## src/inc/ctb_cfg.svh

```systemverilog
/*
 Register indexes, field positions, codes and reset values of the
 counter/timer and baud-timer block. Byte address is four times the index.
*/
`ifndef CTB_CFG_SVH
`define CTB_CFG_SVH
`define CTB_IX_T0_HI   8'h16
`define CTB_IX_T0_LO   8'h17
`define CTB_IX_T1_HI   8'h1e
`define CTB_IX_T1_LO   8'h1f
`define CTB_IX_T0_SRC  8'h24
`define CTB_IX_T1_SRC  8'h2c
`define CTB_IX_BR_SRC  8'h33
`define CTB_IX_BR0_LO  8'h26
`define CTB_IX_BR0_HI  8'h27
`define CTB_IX_BR1_LO  8'h36
`define CTB_IX_BR1_HI  8'h37
`define CTB_IX_CT_RUN  8'h38
`define CTB_SRC_MODE   5:4
`define CTB_SRC_CLK    3:0
`define CTB_SRC_W      6
`define CTB_BR1_RUN    7
`define CTB_BR1_SEL    6:4
`define CTB_BR0_RUN    3
`define CTB_BR0_SEL    2:0
`define CTB_MODE_CNT   2'b00
`define CTB_MODE_TMR   2'b01
`define CTB_MODE_RSV   2'b10
`define CTB_MODE_PLS   2'b11
`define CTB_CS_PIN     4'h0
`define CTB_CS_PIN16   4'h1
`define CTB_CS_SYS     4'h2
`define CTB_CS_SYS2    4'h3
`define CTB_CS_SYS16   4'h4
`define CTB_CS_SYS32   4'h5
`define CTB_CS_SYS64   4'h6
`define CTB_CS_SYS128  4'h7
`define CTB_CS_TX1X    4'h8
`define CTB_CS_RXLD    4'hc
`define CTB_BS_SYS     3'h0
`define CTB_BS_SYS2    3'h1
`define CTB_BS_ALT     3'h2
`define CTB_BS_SYS32   3'h3
`define CTB_BS_SYS64   3'h4
`define CTB_BS_SYS128  3'h5
`define CTB_BS_PIN     3'h6
`define CTB_SRC_RST    8'h00
`define CTB_BR_RST     8'h00
`define CTB_DIV6_LAST  3'h5
`endif

```

## src/inc/ctb_pkg.sv

```systemverilog
/*
 Types shared by the counter/timer block.
 Assumes ctb_cfg.svh is on the include path.
*/
package ctb_pkg;
    typedef struct packed {
        logic [1:0] mode;
        logic [3:0] clk_sel;
    } ctb_ct_cfg_t;

    typedef struct packed {
        logic div1;
        logic div2;
        logic div6;
        logic div16;
        logic div32;
        logic div64;
        logic div128;
    } ctb_taps_t;

    function automatic logic ctb_low_ones(input logic [6:0] v, input logic [6:0] m);
        return (v & m) == m;
    endfunction : ctb_low_ones
endpackage : ctb_pkg

```

## src/design/ctb_ctr_timer.sv

```systemverilog
/*
 Two counter/timers and two baud timers behind an APB slave.
 Assumes port pins and the channel A 1x clock are asynchronous, and the
 receive FIFO load pulse and auxiliary control settings come from sys_clk logic.
*/
`timescale 1ns/1ns
`include "ctb_cfg.svh"

// Notes on behaviour
// - Mode 00 makes a counter that ticks down, mode 01 a square-wave timer, 10 is reserved.
// - Mode 11 gives pulses at twice the square-wave rate, each one counter tick wide.
// - Clock codes 0000 and 0001 take the timer's own port pin, direct or divided by 16.
// - Code 1000 takes the channel A 1x transmit clock and 1100 each receive FIFO load.
// - Writing a source register takes control of that timer from the auxiliary settings.
// - The upper value register reads count bits 15 to 8, the lower one bits 7 to 0.
// - Each baud timer divides its chosen clock by its 16-bit divisor into a 16x tick.
// - A baud timer's user runs in 16x mode and divides that tick by 16 again.
// - Baud timer 1 run bit 7 low resets and holds it, high lets it run.
// - Baud timer 1 select bits 6:4 pick clock /1,/2,/6,/32,/64,/128 or port pin 4A.
// - Baud timer 0 uses run bit 3 and select bits 2:0, with /16 and port pin 3A instead.
// - Each baud divisor is built from an upper byte and a lower byte register.
module ctb_ctr_timer (
    // Clock and reset
    input  wire logic                 sys_clk,
    input  wire logic                 sys_rst,
    // APB slave
    input  wire logic                 psel,
    input  wire logic                 penable,
    input  wire logic                 pwrite,
    input  wire logic [9:0]           paddr,
    input  wire logic [31:0]          pwdata,
    output logic [31:0]               prdata,
    output logic                      pready,
    output logic                      pslverr,
    // Asynchronous clock pins
    input  wire logic                 port_pin_two_a,
    input  wire logic                 port_pin_seven_a,
    input  wire logic                 port_pin_four_a,
    input  wire logic                 port_pin_three_a,
    input  wire logic                 chan_a_tx_single_rate_clock,
    // Same-domain sources
    input  wire logic                 rx_fifo_load,
    input  wire ctb_pkg::ctb_ct_cfg_t aux_t0_cfg,
    input  wire ctb_pkg::ctb_ct_cfg_t aux_t1_cfg,
    // Timer outputs
    output logic [1:0]                ct_wave,
    output logic [1:0]                baud_x16_tick,
    output logic [1:0]                baud_bit_tick
);
    import ctb_pkg::*;

    // Pin synchronisers: stage 1 feeds stage 2 only
    logic [4:0]  sync1_r;
    logic [4:0]  sync2_r;
    logic [4:0]  sync3_r;
    logic [6:0]  pre_r;
    logic [2:0]  div6_r;
    logic [7:0]  t0_src_r;
    logic [7:0]  t1_src_r;
    logic [7:0]  br_src_r;
    logic [1:0]  ovr_r;
    logic [1:0]  ct_run_r;
    logic [1:0]  ct_start_r;
    logic [15:0] t0_pre_r;
    logic [15:0] t1_pre_r;
    logic [15:0] br0_div_r;
    logic [15:0] br1_div_r;
    logic [31:0] prdata_r;

    wire [4:0] pin_raw = {chan_a_tx_single_rate_clock, port_pin_three_a,
                          port_pin_four_a, port_pin_seven_a, port_pin_two_a};
    wire [4:0] rise    = sync2_r & ~sync3_r;

    always_ff @(posedge sys_clk or posedge sys_rst) begin
        if (sys_rst) begin
            sync1_r <= 5'h00;
            sync2_r <= 5'h00;
            sync3_r <= 5'h00;
        end else begin
            sync1_r <= pin_raw;
            sync2_r <= sync1_r;
            sync3_r <= sync2_r;
        end
    end

    // Shared prescaler for all system-clock taps
    always_ff @(posedge sys_clk or posedge sys_rst) begin
        if (sys_rst) begin
            pre_r  <= 7'h00;
            div6_r <= 3'h0;
        end else begin
            pre_r  <= pre_r + 7'h01;
            div6_r <= (div6_r == `CTB_DIV6_LAST) ? 3'h0 : div6_r + 3'h1;
        end
    end

    ctb_taps_t taps;
    assign taps.div1   = 1'b1;
    assign taps.div2   = ctb_low_ones(pre_r, 7'h01);
    assign taps.div6   = div6_r == `CTB_DIV6_LAST;
    assign taps.div16  = ctb_low_ones(pre_r, 7'h0f);
    assign taps.div32  = ctb_low_ones(pre_r, 7'h1f);
    assign taps.div64  = ctb_low_ones(pre_r, 7'h3f);
    assign taps.div128 = ctb_low_ones(pre_r, 7'h7f);

    // APB decode; zero wait states
    wire [7:0] idx     = paddr[9:2];
    wire       aligned = paddr[1:0] == 2'b00;
    wire       setup   = psel & ~penable;
    wire       acc     = psel & penable;
    wire hit_t0_hi  = aligned & (idx == `CTB_IX_T0_HI);
    wire hit_t0_lo  = aligned & (idx == `CTB_IX_T0_LO);
    wire hit_t1_hi  = aligned & (idx == `CTB_IX_T1_HI);
    wire hit_t1_lo  = aligned & (idx == `CTB_IX_T1_LO);
    wire hit_t0_src = aligned & (idx == `CTB_IX_T0_SRC);
    wire hit_t1_src = aligned & (idx == `CTB_IX_T1_SRC);
    wire hit_br_src = aligned & (idx == `CTB_IX_BR_SRC);
    wire hit_br0_lo = aligned & (idx == `CTB_IX_BR0_LO);
    wire hit_br0_hi = aligned & (idx == `CTB_IX_BR0_HI);
    wire hit_br1_lo = aligned & (idx == `CTB_IX_BR1_LO);
    wire hit_br1_hi = aligned & (idx == `CTB_IX_BR1_HI);
    wire hit_run    = aligned & (idx == `CTB_IX_CT_RUN);
    wire hit_any    = hit_t0_hi | hit_t0_lo | hit_t1_hi | hit_t1_lo | hit_t0_src
                    | hit_t1_src | hit_br_src | hit_br0_lo | hit_br0_hi
                    | hit_br1_lo | hit_br1_hi | hit_run;
    wire       wr      = acc & pwrite & hit_any;
    wire [7:0] wb      = pwdata[7:0];

    wire [15:0] t0_cnt;
    wire [15:0] t1_cnt;

    // Value registers read the live count; preset bytes are write-only there
    wire [7:0] rd_byte = hit_t0_hi  ? t0_cnt[15:8] :
                         hit_t0_lo  ? t0_cnt[7:0]  :
                         hit_t1_hi  ? t1_cnt[15:8] :
                         hit_t1_lo  ? t1_cnt[7:0]  :
                         hit_t0_src ? {2'b00, t0_src_r[5:0]} :
                         hit_t1_src ? {2'b00, t1_src_r[5:0]} :
                         hit_br_src ? br_src_r :
                         hit_br0_lo ? br0_div_r[7:0]  :
                         hit_br0_hi ? br0_div_r[15:8] :
                         hit_br1_lo ? br1_div_r[7:0]  :
                         hit_br1_hi ? br1_div_r[15:8] :
                         hit_run    ? {6'h00, ct_run_r} : 8'h00;

    always_ff @(posedge sys_clk or posedge sys_rst) begin
        if (sys_rst) begin
            prdata_r <= 32'h0000_0000;
        end else if (setup) begin
            prdata_r <= {24'h00_0000, rd_byte};
        end
    end

    assign prdata  = prdata_r;
    assign pready  = 1'b1;
    assign pslverr = acc & ~hit_any;

    always_ff @(posedge sys_clk or posedge sys_rst) begin
        if (sys_rst) begin
            t0_src_r <= `CTB_SRC_RST;
            t1_src_r <= `CTB_SRC_RST;
            br_src_r <= `CTB_BR_RST;
            ovr_r    <= 2'b00;
        end else begin
            t0_src_r <= (wr && hit_t0_src) ? wb : t0_src_r;
            t1_src_r <= (wr && hit_t1_src) ? wb : t1_src_r;
            br_src_r <= (wr && hit_br_src) ? wb : br_src_r;
            ovr_r    <= ovr_r | {wr & hit_t1_src, wr & hit_t0_src};
        end
    end

    always_ff @(posedge sys_clk or posedge sys_rst) begin
        if (sys_rst) begin
            t0_pre_r  <= 16'h0000;
            t1_pre_r  <= 16'h0000;
            br0_div_r <= 16'h0000;
            br1_div_r <= 16'h0000;
        end else begin
            t0_pre_r[15:8]  <= (wr && hit_t0_hi)  ? wb : t0_pre_r[15:8];
            t0_pre_r[7:0]   <= (wr && hit_t0_lo)  ? wb : t0_pre_r[7:0];
            t1_pre_r[15:8]  <= (wr && hit_t1_hi)  ? wb : t1_pre_r[15:8];
            t1_pre_r[7:0]   <= (wr && hit_t1_lo)  ? wb : t1_pre_r[7:0];
            br0_div_r[15:8] <= (wr && hit_br0_hi) ? wb : br0_div_r[15:8];
            br0_div_r[7:0]  <= (wr && hit_br0_lo) ? wb : br0_div_r[7:0];
            br1_div_r[15:8] <= (wr && hit_br1_hi) ? wb : br1_div_r[15:8];
            br1_div_r[7:0]  <= (wr && hit_br1_lo) ? wb : br1_div_r[7:0];
        end
    end

    // Any write to the run register restarts the enabled timers from preset
    always_ff @(posedge sys_clk or posedge sys_rst) begin
        if (sys_rst) begin
            ct_run_r   <= 2'b00;
            ct_start_r <= 2'b00;
        end else begin
            ct_run_r   <= (wr && hit_run) ? wb[1:0] : ct_run_r;
            ct_start_r <= (wr && hit_run) ? wb[1:0] : 2'b00;
        end
    end

    ctb_ct_cfg_t t0_reg_cfg;
    ctb_ct_cfg_t t1_reg_cfg;
    assign t0_reg_cfg = {t0_src_r[`CTB_SRC_MODE], t0_src_r[`CTB_SRC_CLK]};
    assign t1_reg_cfg = {t1_src_r[`CTB_SRC_MODE], t1_src_r[`CTB_SRC_CLK]};
    ctb_ct_cfg_t t0_cfg;
    ctb_ct_cfg_t t1_cfg;
    assign t0_cfg = ovr_r[0] ? t0_reg_cfg : aux_t0_cfg;
    assign t1_cfg = ovr_r[1] ? t1_reg_cfg : aux_t1_cfg;

    ctb_ct_chan u_ct0 (
        .sys_clk   (sys_clk),
        .sys_rst   (sys_rst),
        .cfg       (t0_cfg),
        .run       (ct_run_r[0]),
        .start     (ct_start_r[0]),
        .preset    (t0_pre_r),
        .taps      (taps),
        .pin_tick  (rise[0]),
        .tx1x_tick (rise[4]),
        .rx_load   (rx_fifo_load),
        .count     (t0_cnt),
        .wave      (ct_wave[0])
    );

    ctb_ct_chan u_ct1 (
        .sys_clk   (sys_clk),
        .sys_rst   (sys_rst),
        .cfg       (t1_cfg),
        .run       (ct_run_r[1]),
        .start     (ct_start_r[1]),
        .preset    (t1_pre_r),
        .taps      (taps),
        .pin_tick  (rise[1]),
        .tx1x_tick (rise[4]),
        .rx_load   (rx_fifo_load),
        .count     (t1_cnt),
        .wave      (ct_wave[1])
    );

    ctb_baud_tmr u_br0 (
        .sys_clk  (sys_clk),
        .sys_rst  (sys_rst),
        .run      (br_src_r[`CTB_BR0_RUN]),
        .sel      (br_src_r[`CTB_BR0_SEL]),
        .divisor  (br0_div_r),
        .taps     (taps),
        .alt_tick (taps.div16),
        .pin_tick (rise[3]),
        .x16_tick (baud_x16_tick[0]),
        .bit_tick (baud_bit_tick[0])
    );

    ctb_baud_tmr u_br1 (
        .sys_clk  (sys_clk),
        .sys_rst  (sys_rst),
        .run      (br_src_r[`CTB_BR1_RUN]),
        .sel      (br_src_r[`CTB_BR1_SEL]),
        .divisor  (br1_div_r),
        .taps     (taps),
        .alt_tick (taps.div6),
        .pin_tick (rise[2]),
        .x16_tick (baud_x16_tick[1]),
        .bit_tick (baud_bit_tick[1])
    );

    override_set_a: assert property (@(posedge sys_clk) disable iff (sys_rst)
        (wr && hit_t0_src) |=> (ovr_r[0] && t0_cfg == t0_reg_cfg))
        else $error("source write did not take over from aux settings");
    count_read_a: assert property (@(posedge sys_clk) disable iff (sys_rst)
        (setup && hit_t0_hi) |=> prdata == {24'h00_0000, $past(t0_cnt[15:8])})
        else $error("upper value read wrong count byte");
    divisor_low_a: assert property (@(posedge sys_clk) disable iff (sys_rst)
        (wr && hit_br0_lo) |=> br0_div_r[7:0] == $past(pwdata[7:0]))
        else $error("divisor low byte not stored");
    div16_tap_a: assert property (@(posedge sys_clk) disable iff (sys_rst)
        taps.div16 |=> !taps.div16 [*8] ##8 taps.div16)
        else $error("divide by 16 tap period wrong");
    override_t1_a: assert property (@(posedge sys_clk) disable iff (sys_rst)
        (wr && hit_t1_src) |=> (ovr_r[1] && t1_cfg == t1_reg_cfg))
        else $error("timer 1 source write did not take over");
    count_low_a: assert property (@(posedge sys_clk) disable iff (sys_rst)
        (setup && hit_t1_lo) |=> prdata == {24'h00_0000, $past(t1_cnt[7:0])})
        else $error("lower value read wrong count byte");
    div6_tap_a: assert property (@(posedge sys_clk) disable iff (sys_rst)
        taps.div6 |=> !taps.div6 [*5] ##1 taps.div6)
        else $error("divide by 6 tap period wrong");
    // Stopping a baud timer must silence its tick from the next edge on
    baud0_stop_a: assert property (@(posedge sys_clk) disable iff (sys_rst)
        !br_src_r[`CTB_BR0_RUN] |=> !baud_x16_tick[0])
        else $error("stopped baud timer 0 still ticked");
    baud1_stop_a: assert property (@(posedge sys_clk) disable iff (sys_rst)
        !br_src_r[`CTB_BR1_RUN] |=> !baud_x16_tick[1])
        else $error("stopped baud timer 1 still ticked");
    override_c: cover property (@(posedge sys_clk) wr && hit_t1_src);
    read_count_c: cover property (@(posedge sys_clk) acc && !pwrite && hit_t1_lo);
    pin_edge_c: cover property (@(posedge sys_clk) rise[0] || rise[2]);
endmodule : ctb_ctr_timer

```

## src/design/ctb_ct_chan.sv

```systemverilog
/*
 One 16-bit counter/timer: clock selection, mode and count.
 Assumes pin_tick is a synchronised one-cycle edge pulse and taps come
 from a shared prescaler on sys_clk.
*/
`timescale 1ns/1ns
`include "ctb_cfg.svh"
module ctb_ct_chan (
    // Clock and reset
    input  wire logic               sys_clk,
    input  wire logic               sys_rst,
    // Configuration
    input  wire ctb_pkg::ctb_ct_cfg_t cfg,
    input  wire logic               run,
    input  wire logic               start,
    input  wire logic [15:0]        preset,
    // Tick sources
    input  wire ctb_pkg::ctb_taps_t taps,
    input  wire logic               pin_tick,
    input  wire logic               tx1x_tick,
    input  wire logic               rx_load,
    // Results
    output logic [15:0]             count,
    output logic                    wave
);
    import ctb_pkg::*;

    logic [3:0]  pin16_r;
    logic [15:0] cnt_r;
    logic        out_r;

    wire pin16_tick = pin_tick & (pin16_r == 4'hf);
    wire [3:0] cs   = cfg.clk_sel;
    // Reserved codes yield no tick at all
    wire tick = (cs == `CTB_CS_PIN)    ? pin_tick     :
                (cs == `CTB_CS_PIN16)  ? pin16_tick   :
                (cs == `CTB_CS_SYS)    ? taps.div1    :
                (cs == `CTB_CS_SYS2)   ? taps.div2    :
                (cs == `CTB_CS_SYS16)  ? taps.div16   :
                (cs == `CTB_CS_SYS32)  ? taps.div32   :
                (cs == `CTB_CS_SYS64)  ? taps.div64   :
                (cs == `CTB_CS_SYS128) ? taps.div128  :
                (cs == `CTB_CS_TX1X)   ? tx1x_tick    :
                (cs == `CTB_CS_RXLD)   ? rx_load      : 1'b0;
    wire act      = run & tick & (cfg.mode != `CTB_MODE_RSV);
    wire is_cnt   = cfg.mode == `CTB_MODE_CNT;
    wire reload   = cnt_r <= 16'h1;
    wire [15:0] dec = cnt_r - 16'h1;

    always_ff @(posedge sys_clk or posedge sys_rst) begin
        if (sys_rst) begin
            pin16_r <= 4'h0;
        end else if (pin_tick) begin
            pin16_r <= pin16_r + 4'h1;
        end
    end

    always_ff @(posedge sys_clk or posedge sys_rst) begin
        if (sys_rst) begin
            cnt_r <= 16'h0;
            out_r <= 1'b0;
        end else if (start) begin
            cnt_r <= preset;
            out_r <= is_cnt;
        end else if (act && is_cnt) begin
            cnt_r <= dec;
            out_r <= (cnt_r == 16'h1) ? 1'b0 : out_r;
        end else if (act && cfg.mode == `CTB_MODE_TMR) begin
            cnt_r <= reload ? preset : dec;
            out_r <= reload ? ~out_r : out_r;
        end else if (act) begin
            // Pulse mode: full period per reload, high for one tick
            cnt_r <= reload ? preset : dec;
            out_r <= reload;
        end
    end

    assign count = cnt_r;
    assign wave  = out_r;

    rsvd_mode_hold_a: assert property (@(posedge sys_clk) disable iff (sys_rst)
        (cfg.mode == `CTB_MODE_RSV && !start) |=> $stable(cnt_r))
        else $error("count moved in reserved mode");
    pin_count_a: assert property (@(posedge sys_clk) disable iff (sys_rst)
        (cs == `CTB_CS_PIN && is_cnt && run && pin_tick && !start) |=> cnt_r == $past(dec))
        else $error("pin edge did not decrement");
    sys_count_a: assert property (@(posedge sys_clk) disable iff (sys_rst)
        (cs == `CTB_CS_SYS && is_cnt && run && !start)[*2] |=> cnt_r == $past(cnt_r) - 16'h1)
        else $error("undivided clock did not count each cycle");
    rx_load_hold_a: assert property (@(posedge sys_clk) disable iff (sys_rst)
        (cs == `CTB_CS_RXLD && !rx_load && !start) |=> $stable(cnt_r))
        else $error("count moved without fifo load");
    pulse_width_a: assert property (@(posedge sys_clk) disable iff (sys_rst)
        (cfg.mode == `CTB_MODE_PLS && out_r && act && !reload && !start) |=> !out_r)
        else $error("pulse longer than one tick");
    timer_toggle_a: assert property (@(posedge sys_clk) disable iff (sys_rst)
        (cfg.mode == `CTB_MODE_TMR && act && reload && !start) |=> out_r != $past(out_r))
        else $error("square wave did not toggle at reload");
    pulse_seen_c: cover property (@(posedge sys_clk) cfg.mode == `CTB_MODE_PLS && out_r);
endmodule : ctb_ct_chan

```

## src/design/ctb_baud_tmr.sv

```systemverilog
/*
 One programmable baud timer: clock select, divisor, 16x and bit ticks.
 Assumes taps and pin_tick are single-cycle pulses on sys_clk.
*/
`timescale 1ns/1ns
`include "ctb_cfg.svh"
module ctb_baud_tmr (
    // Clock and reset
    input  wire logic               sys_clk,
    input  wire logic               sys_rst,
    // Control
    input  wire logic               run,
    input  wire logic [2:0]         sel,
    input  wire logic [15:0]        divisor,
    // Tick sources
    input  wire ctb_pkg::ctb_taps_t taps,
    input  wire logic               alt_tick,
    input  wire logic               pin_tick,
    // Results
    output logic                    x16_tick,
    output logic                    bit_tick
);
    import ctb_pkg::*;

    logic [15:0] cnt_r;
    logic [3:0]  sub_r;
    logic        x16_r;
    logic        bit_r;

    wire tick = (sel == `CTB_BS_SYS)    ? taps.div1   :
                (sel == `CTB_BS_SYS2)   ? taps.div2   :
                (sel == `CTB_BS_ALT)    ? alt_tick    :
                (sel == `CTB_BS_SYS32)  ? taps.div32  :
                (sel == `CTB_BS_SYS64)  ? taps.div64  :
                (sel == `CTB_BS_SYS128) ? taps.div128 :
                (sel == `CTB_BS_PIN)    ? pin_tick    : 1'b0;
    // Divisor 0 divides by 65536; a divisor lowered below the count wraps at once
    wire last = cnt_r >= divisor - 16'h1;
    wire wrap = run & tick & last;

    always_ff @(posedge sys_clk or posedge sys_rst) begin
        if (sys_rst) begin
            cnt_r <= 16'h0;
            sub_r <= 4'h0;
            x16_r <= 1'b0;
            bit_r <= 1'b0;
        end else if (!run) begin
            cnt_r <= 16'h0;
            sub_r <= 4'h0;
            x16_r <= 1'b0;
            bit_r <= 1'b0;
        end else begin
            cnt_r <= !tick ? cnt_r : (last ? 16'h0 : cnt_r + 16'h1);
            sub_r <= wrap ? sub_r + 4'h1 : sub_r;
            x16_r <= wrap;
            bit_r <= wrap & (sub_r == 4'hf);
        end
    end

    assign x16_tick = x16_r;
    assign bit_tick = bit_r;

    divide_wrap_a: assert property (@(posedge sys_clk) disable iff (sys_rst)
        (run && tick && last) |=> (x16_r && cnt_r == 16'h0))
        else $error("divisor end did not emit 16x tick");
    bit_sixteenth_a: assert property (@(posedge sys_clk) disable iff (sys_rst)
        bit_r |-> (x16_r && sub_r == 4'h0))
        else $error("bit tick not on sixteenth 16x tick");
    stop_clears_a: assert property (@(posedge sys_clk) disable iff (sys_rst)
        !run |=> (cnt_r == 16'h0 && !x16_r))
        else $error("stopped baud timer not held in reset");
    rsvd_sel_hold_a: assert property (@(posedge sys_clk) disable iff (sys_rst)
        (run && sel == 3'h7) |=> $stable(cnt_r))
        else $error("reserved select advanced timer");
    bit_tick_c: cover property (@(posedge sys_clk) bit_r);
endmodule : ctb_baud_tmr

```

## config.mk

```make
export PLATFORM = sky130hd
export DESIGN_NAME = ctb_ctr_timer
export DESIGN_NICKNAME = d
export VERILOG_FILES = /design/src/inc/ctb_pkg.sv /design/src/design/ctb_ctr_timer.sv /design/src/design/ctb_ct_chan.sv /design/src/design/ctb_baud_tmr.sv
export VERILOG_INCLUDE_DIRS = /design/src /design/src/inc
export SDC_FILE = /design/constraint.sdc
export NUM_CORES = 1
export LEC_CHECK = 0
export ABC_AREA = 1
export ABC_CLOCK_PERIOD_IN_PS = 11250
export BUFFER_PORTS_ARGS = -buffer_cell sky130_fd_sc_hd__buf_2
export CAP_MARGIN = 5
export CORE_UTILIZATION = 32
export DETAILED_ROUTE_END_ITERATION = 16
export SLEW_MARGIN = 25
export SYNTH_ARGS = -nofsm -noshare
export SYNTH_HDL_FRONTEND = slang
export SYNTH_SLANG_ARGS = --single-unit
```

## constraint.sdc

```tcl
create_clock -name sys_clk -period 11.25 [get_ports sys_clk]
set_clock_uncertainty 0.1 [all_clocks]
set_input_delay 0.5625 -clock sys_clk [delete_from_list [all_inputs] [get_ports sys_clk]]
set_output_delay 0.5625 -clock sys_clk [all_outputs]
set_load 0.01 [all_outputs]
```

==> results.json <==
{
  "outcome": "finished, final reports clean",
  "dp_worst_setup_slack_ps": 7070,
  "die_area_um2": 40300,
  "synth_top_family_by_area": "simple AND/OR/NAND/NOR gates",
  "cts_buffers": 25,
  "grt-ovfl-total": 0,
  "tns_ps": 0,
  "syn-mean-instance-area_um2": 7.55,
  "period_minus_slack_ps": 4140,
  "rows": 72,
  "yosys.area.top_type": "dfrtp_1",
  "worst_slack_ps": 7110,
  "p_switching_mw": 0.453,
  "vias": 10900,
  "instances_no_fill": 2249,
  "clock_power_share_pct": 46.5,
  "relSlewSlack_pct": 35.1,
  "vias_per_cell": 4.84,
  "seqPwrFrac_pct": 46.4,
  "grt_max_degree": 140,
  "root_buffer": "clkbuf_16",
  "yosys.area_share.simple_pct": 27.7,
  "powerDensity_nw_per_um2": 125,
  "antenna_found_initial": 1,
  "critPathKind": "reg -> reg",
  "slew_violations": 0,
  "setup.worst_path.end_class": "register",
  "syn_to_final_growth_pct": 11.5,
  "initial_core_util_pct": 32.5,
  "die_height_um": 201,
  "ir_drop_mv": 0.110,
  "grt_pass1_wl_um": 54800,
  "timing_hold_violations_final": 0,
  "netlist.area_leader.share_pct": 41.4,
  "cts.clk_slew.worst_paths_ps": 60,
  "syn_inst": 1674,
  "synthXorXnorAreaFrac_pct": 4.99,
  "routabilityCongestion": 0.899,
  "internal-power_mw": 1.31,
  "cts_tree": "built",
  "insertion_delay_ps": 560,
  "drive_gt1_share_pct": 8.20,
  "clock.fmax_ghz": 0.242,
  "ys_warn_count": 0,
  "p_leak_nw": 6.98,
  "cp_data_required_time_ps": 11610,
  "io_pins": 105,
  "post-dp-hpwl_um": 24400,
  "ant_nets": 0,
  "clock_sinks": 209,
  "final_util_pct": 36.3,
  "post_drt_wl_per_cell_um": 14.8,
  "synthDistinctLibCells": 45,
  "core_area_um2": 38800,
  "holdWs_ps": 28.6,
  "firstDrtPassIters": 5,
  "synthAdderAreaFrac_pct": 4.55,
  "drt_iter0_drc": 768,
  "pwr-share-comb_pct": 7.2,
  "nets": 1823,
  "h-tree-depth": 1,
  "worst_pin_slew_ps": 968,
  "die_w_um": 201,
  "setup_viol": 0,
  "track_usage_pct": 16.7,
  "remaining_drc_errors": 0,
  "synth_area_leaders": "dfrtp_1 41%, nand2_1 13%, inv_1 6.3%, o21ai_0 5.3%, nand3_1 5.0%",
  "routed_wl_um": 33400,
  "hold_path.class": "in -> async",
  "first_global_vias": 10400,
  "synth_compound_area_share_pct": 11.1,
  "port_buffers": 55,
  "synth-seq-area-share_pct": 41.4,
  "timing.final.crit_share_pct": 36.8,
  "cts_buffer_depth": 3,
  "antenna_cells": 0,
  "cp-start-kind": "register",
  "synth_area_um2": 12600,
  "num-fill-cells": 4061,
  "synthMuxAreaShare_pct": 0.0891,
  "dp.cells": 2200,
  "synth_seq_cells": 209,
  "maxCapViolations": 0,
  "cts_resized": 0,
  "sw_frac_of_total_pct": 25.6,
  "critPathMaxFanout": 16,
  "worstPathArrival_ps": 4490,
  "grt_setup_unrepaired": "false"
}
[sequential cells by signal, indices dropped and copies added, names as in the netlist, 3 cells and up]
| register | cells |
|---|---|
| div6_r | 3 |
| u_br1.sub_r | 4 |
| sync1_r | 5 |
| br_src_r | 8 |
| br0_div_r | 16 |
| t0_src_r | 6 |
| prdata | 8 |
| u_ct0.pin16_r | 4 |
| br1_div_r | 16 |
| u_br0.cnt_r | 16 |
| sync2_r | 5 |
| t0_pre_r | 16 |
| pre_r | 7 |
| u_br1.cnt_r | 16 |
| t1_src_r | 6 |
| t1_pre_r | 16 |
| u_ct1.count | 16 |
| u_ct0.count | 16 |
| u_br0.sub_r | 4 |
| u_ct1.pin16_r | 4 |
| sync3_r | 5 |
[power by group through the flow]
stage / Clock, mW / Sequential [mW] / Combinational, mW
6_report: 0.821 / 0.819 / 0.126
5_1_grt: 0.867 / 0.823 / 0.148
4_1_cts: 0.840 / 0.819 / 0.128
3_5_place_dp: 0 / 0.832 / 0.127
3_3_place_gp: 0 / 0.831 / 0.121
2_1_floorplan: 0 / 0.823 / 0.0962
[cell families (layout without fill, tap and decap cells)]
kind of cell               Yosys count  count (layout)
xor gates and xnor gates            72              72
DFF                                209             209
adders and majority gates           46              46
AOI/OAI and AO/OA                  260             260
and+or+nand+nor                    789             789
buffers and inverters              295             329
other                                2              25
muxes                                1               1
[stage by stage]
step	power [mW]	instance area, um2
after floorplan	0.919	12700
after global placement	0.952	13200
after CTS	1.79	14100
after global routing	1.84	14100
final	1.77	14100
after detailed placement	0.959	13200
[per-layer routing]
metal / track usage, % / vias to the layer above / wire length, um
met5: 0.476 / - / 0
li1: - / 5443 / -
met3: 2.76 / 52 / 1850
met4: 4.28 / 0 / 774
met2: 26.4 / 255 / 14900
met1: 23.7 / 5126 / 15800
[synthesized netlist by cell type, drive strengths merged]
| cell type | instances |
|---|---|
| buf | 50 |
| a221oi | 3 |
| nand4 | 34 |
| o311ai | 1 |
| o31ai | 4 |
| nand2 | 434 |
| clkbuf | 21 |
| o2111ai | 1 |
| nor2 | 135 |
| dfrtp | 209 |
| a21oi | 49 |
| nor4 | 9 |
| mux2 | 1 |
| nand3b | 17 |
| nand3 | 127 |
| o21a | 1 |
| ha | 46 |
| o221ai | 2 |
| inv | 224 |
| o211ai | 8 |
| a31oi | 3 |
| conb | 2 |
| or2 | 3 |
| xor2 | 60 |
| o22ai | 6 |
| a22o | 4 |
| and2 | 2 |
| nor3 | 28 |
| o21ai | 178 |
| xnor2 | 12 |
[path summary, 6_finish.rpt]
kind | from | end | slack (ps) | depth (start not counted)
worst max-delay path | br1_div_r[0]$_DFFE_PP0P_ | u_br1.cnt_r[10]$_DFFE_PP0P_ | 7110 | 20
worst min-delay path | sys_rst | u_ct1.pin16_r[0]$_DFFE_PP0P_ | 30 | 2
worst max register to register | br1_div_r[0]$_DFFE_PP0P_ | u_br1.cnt_r[10]$_DFFE_PP0P_ | 7110 | 20
worst min register to register | sync1_r[3]$_DFF_PP0_ | sync2_r[3]$_DFF_PP0_ | 250 | 0
max in group asynchronous | sys_rst | prdata[5]$_DFFE_PP0P_ | 9860 | 3
min in group sys_clk | port_pin_three_a | sync1_r[3]$_DFF_PP0_ | 30 | 1
[layout make-up]
type / instances / area [um2] / area share [%]
multi-input cells: 1193 / 6210 / 44.1
flip-flops and latches: 209 / 5230 / 37.1
inverters: 224 / 861 / 6.11
clock buffers: 36 / 707 / 5.02
well taps: 518 / 648 / 4.60
repair buffers: 59 / 317 / 2.25
clock inverters: 10 / 118 / 0.834
[what timing repair did]
item / in CTS / in global routing
buffers inserted: 0 / 0
endpoints found under the hold margin: 3 / 0
hold buffers: 3 / 0
[cell usage in the layout (no fill, tap or decap), types with 9 or more instances in the layout]
cell,count
a21oi_1,49
buf_2,55
clkbuf_16,25
conb_1,25
dfrtp_1,209
ha_1,46
inv_1,211
inv_2,9
nand2_1,425
nand3_1,125
nand3b_1,17
nand4_1,33
nor2_1,119
nor2_4,9
nor3_1,27
nor4_1,9
o21ai_0,134
o21ai_1,43
xnor2_1,12
xor2_1,60
[critical path: stages, from the launching register on]
cell and delay, ps:
dfrtp_1 410, inv_1 110, ha_1 230, inv_1 80
nor4_1 380, nand3_1 190, nor3_1 270, nand2_1 80
nor2_1 130, xor2_1 150, inv_1 60, ha_1 270
nand2_1 80, inv_1 40, nand3_1 90, inv_1 50
a21oi_1 150, nand3_1 130, nor3_2 750, o21ai_0 200
o21ai_0 120
Note: power is estimated with default switching activity, not from simulation.
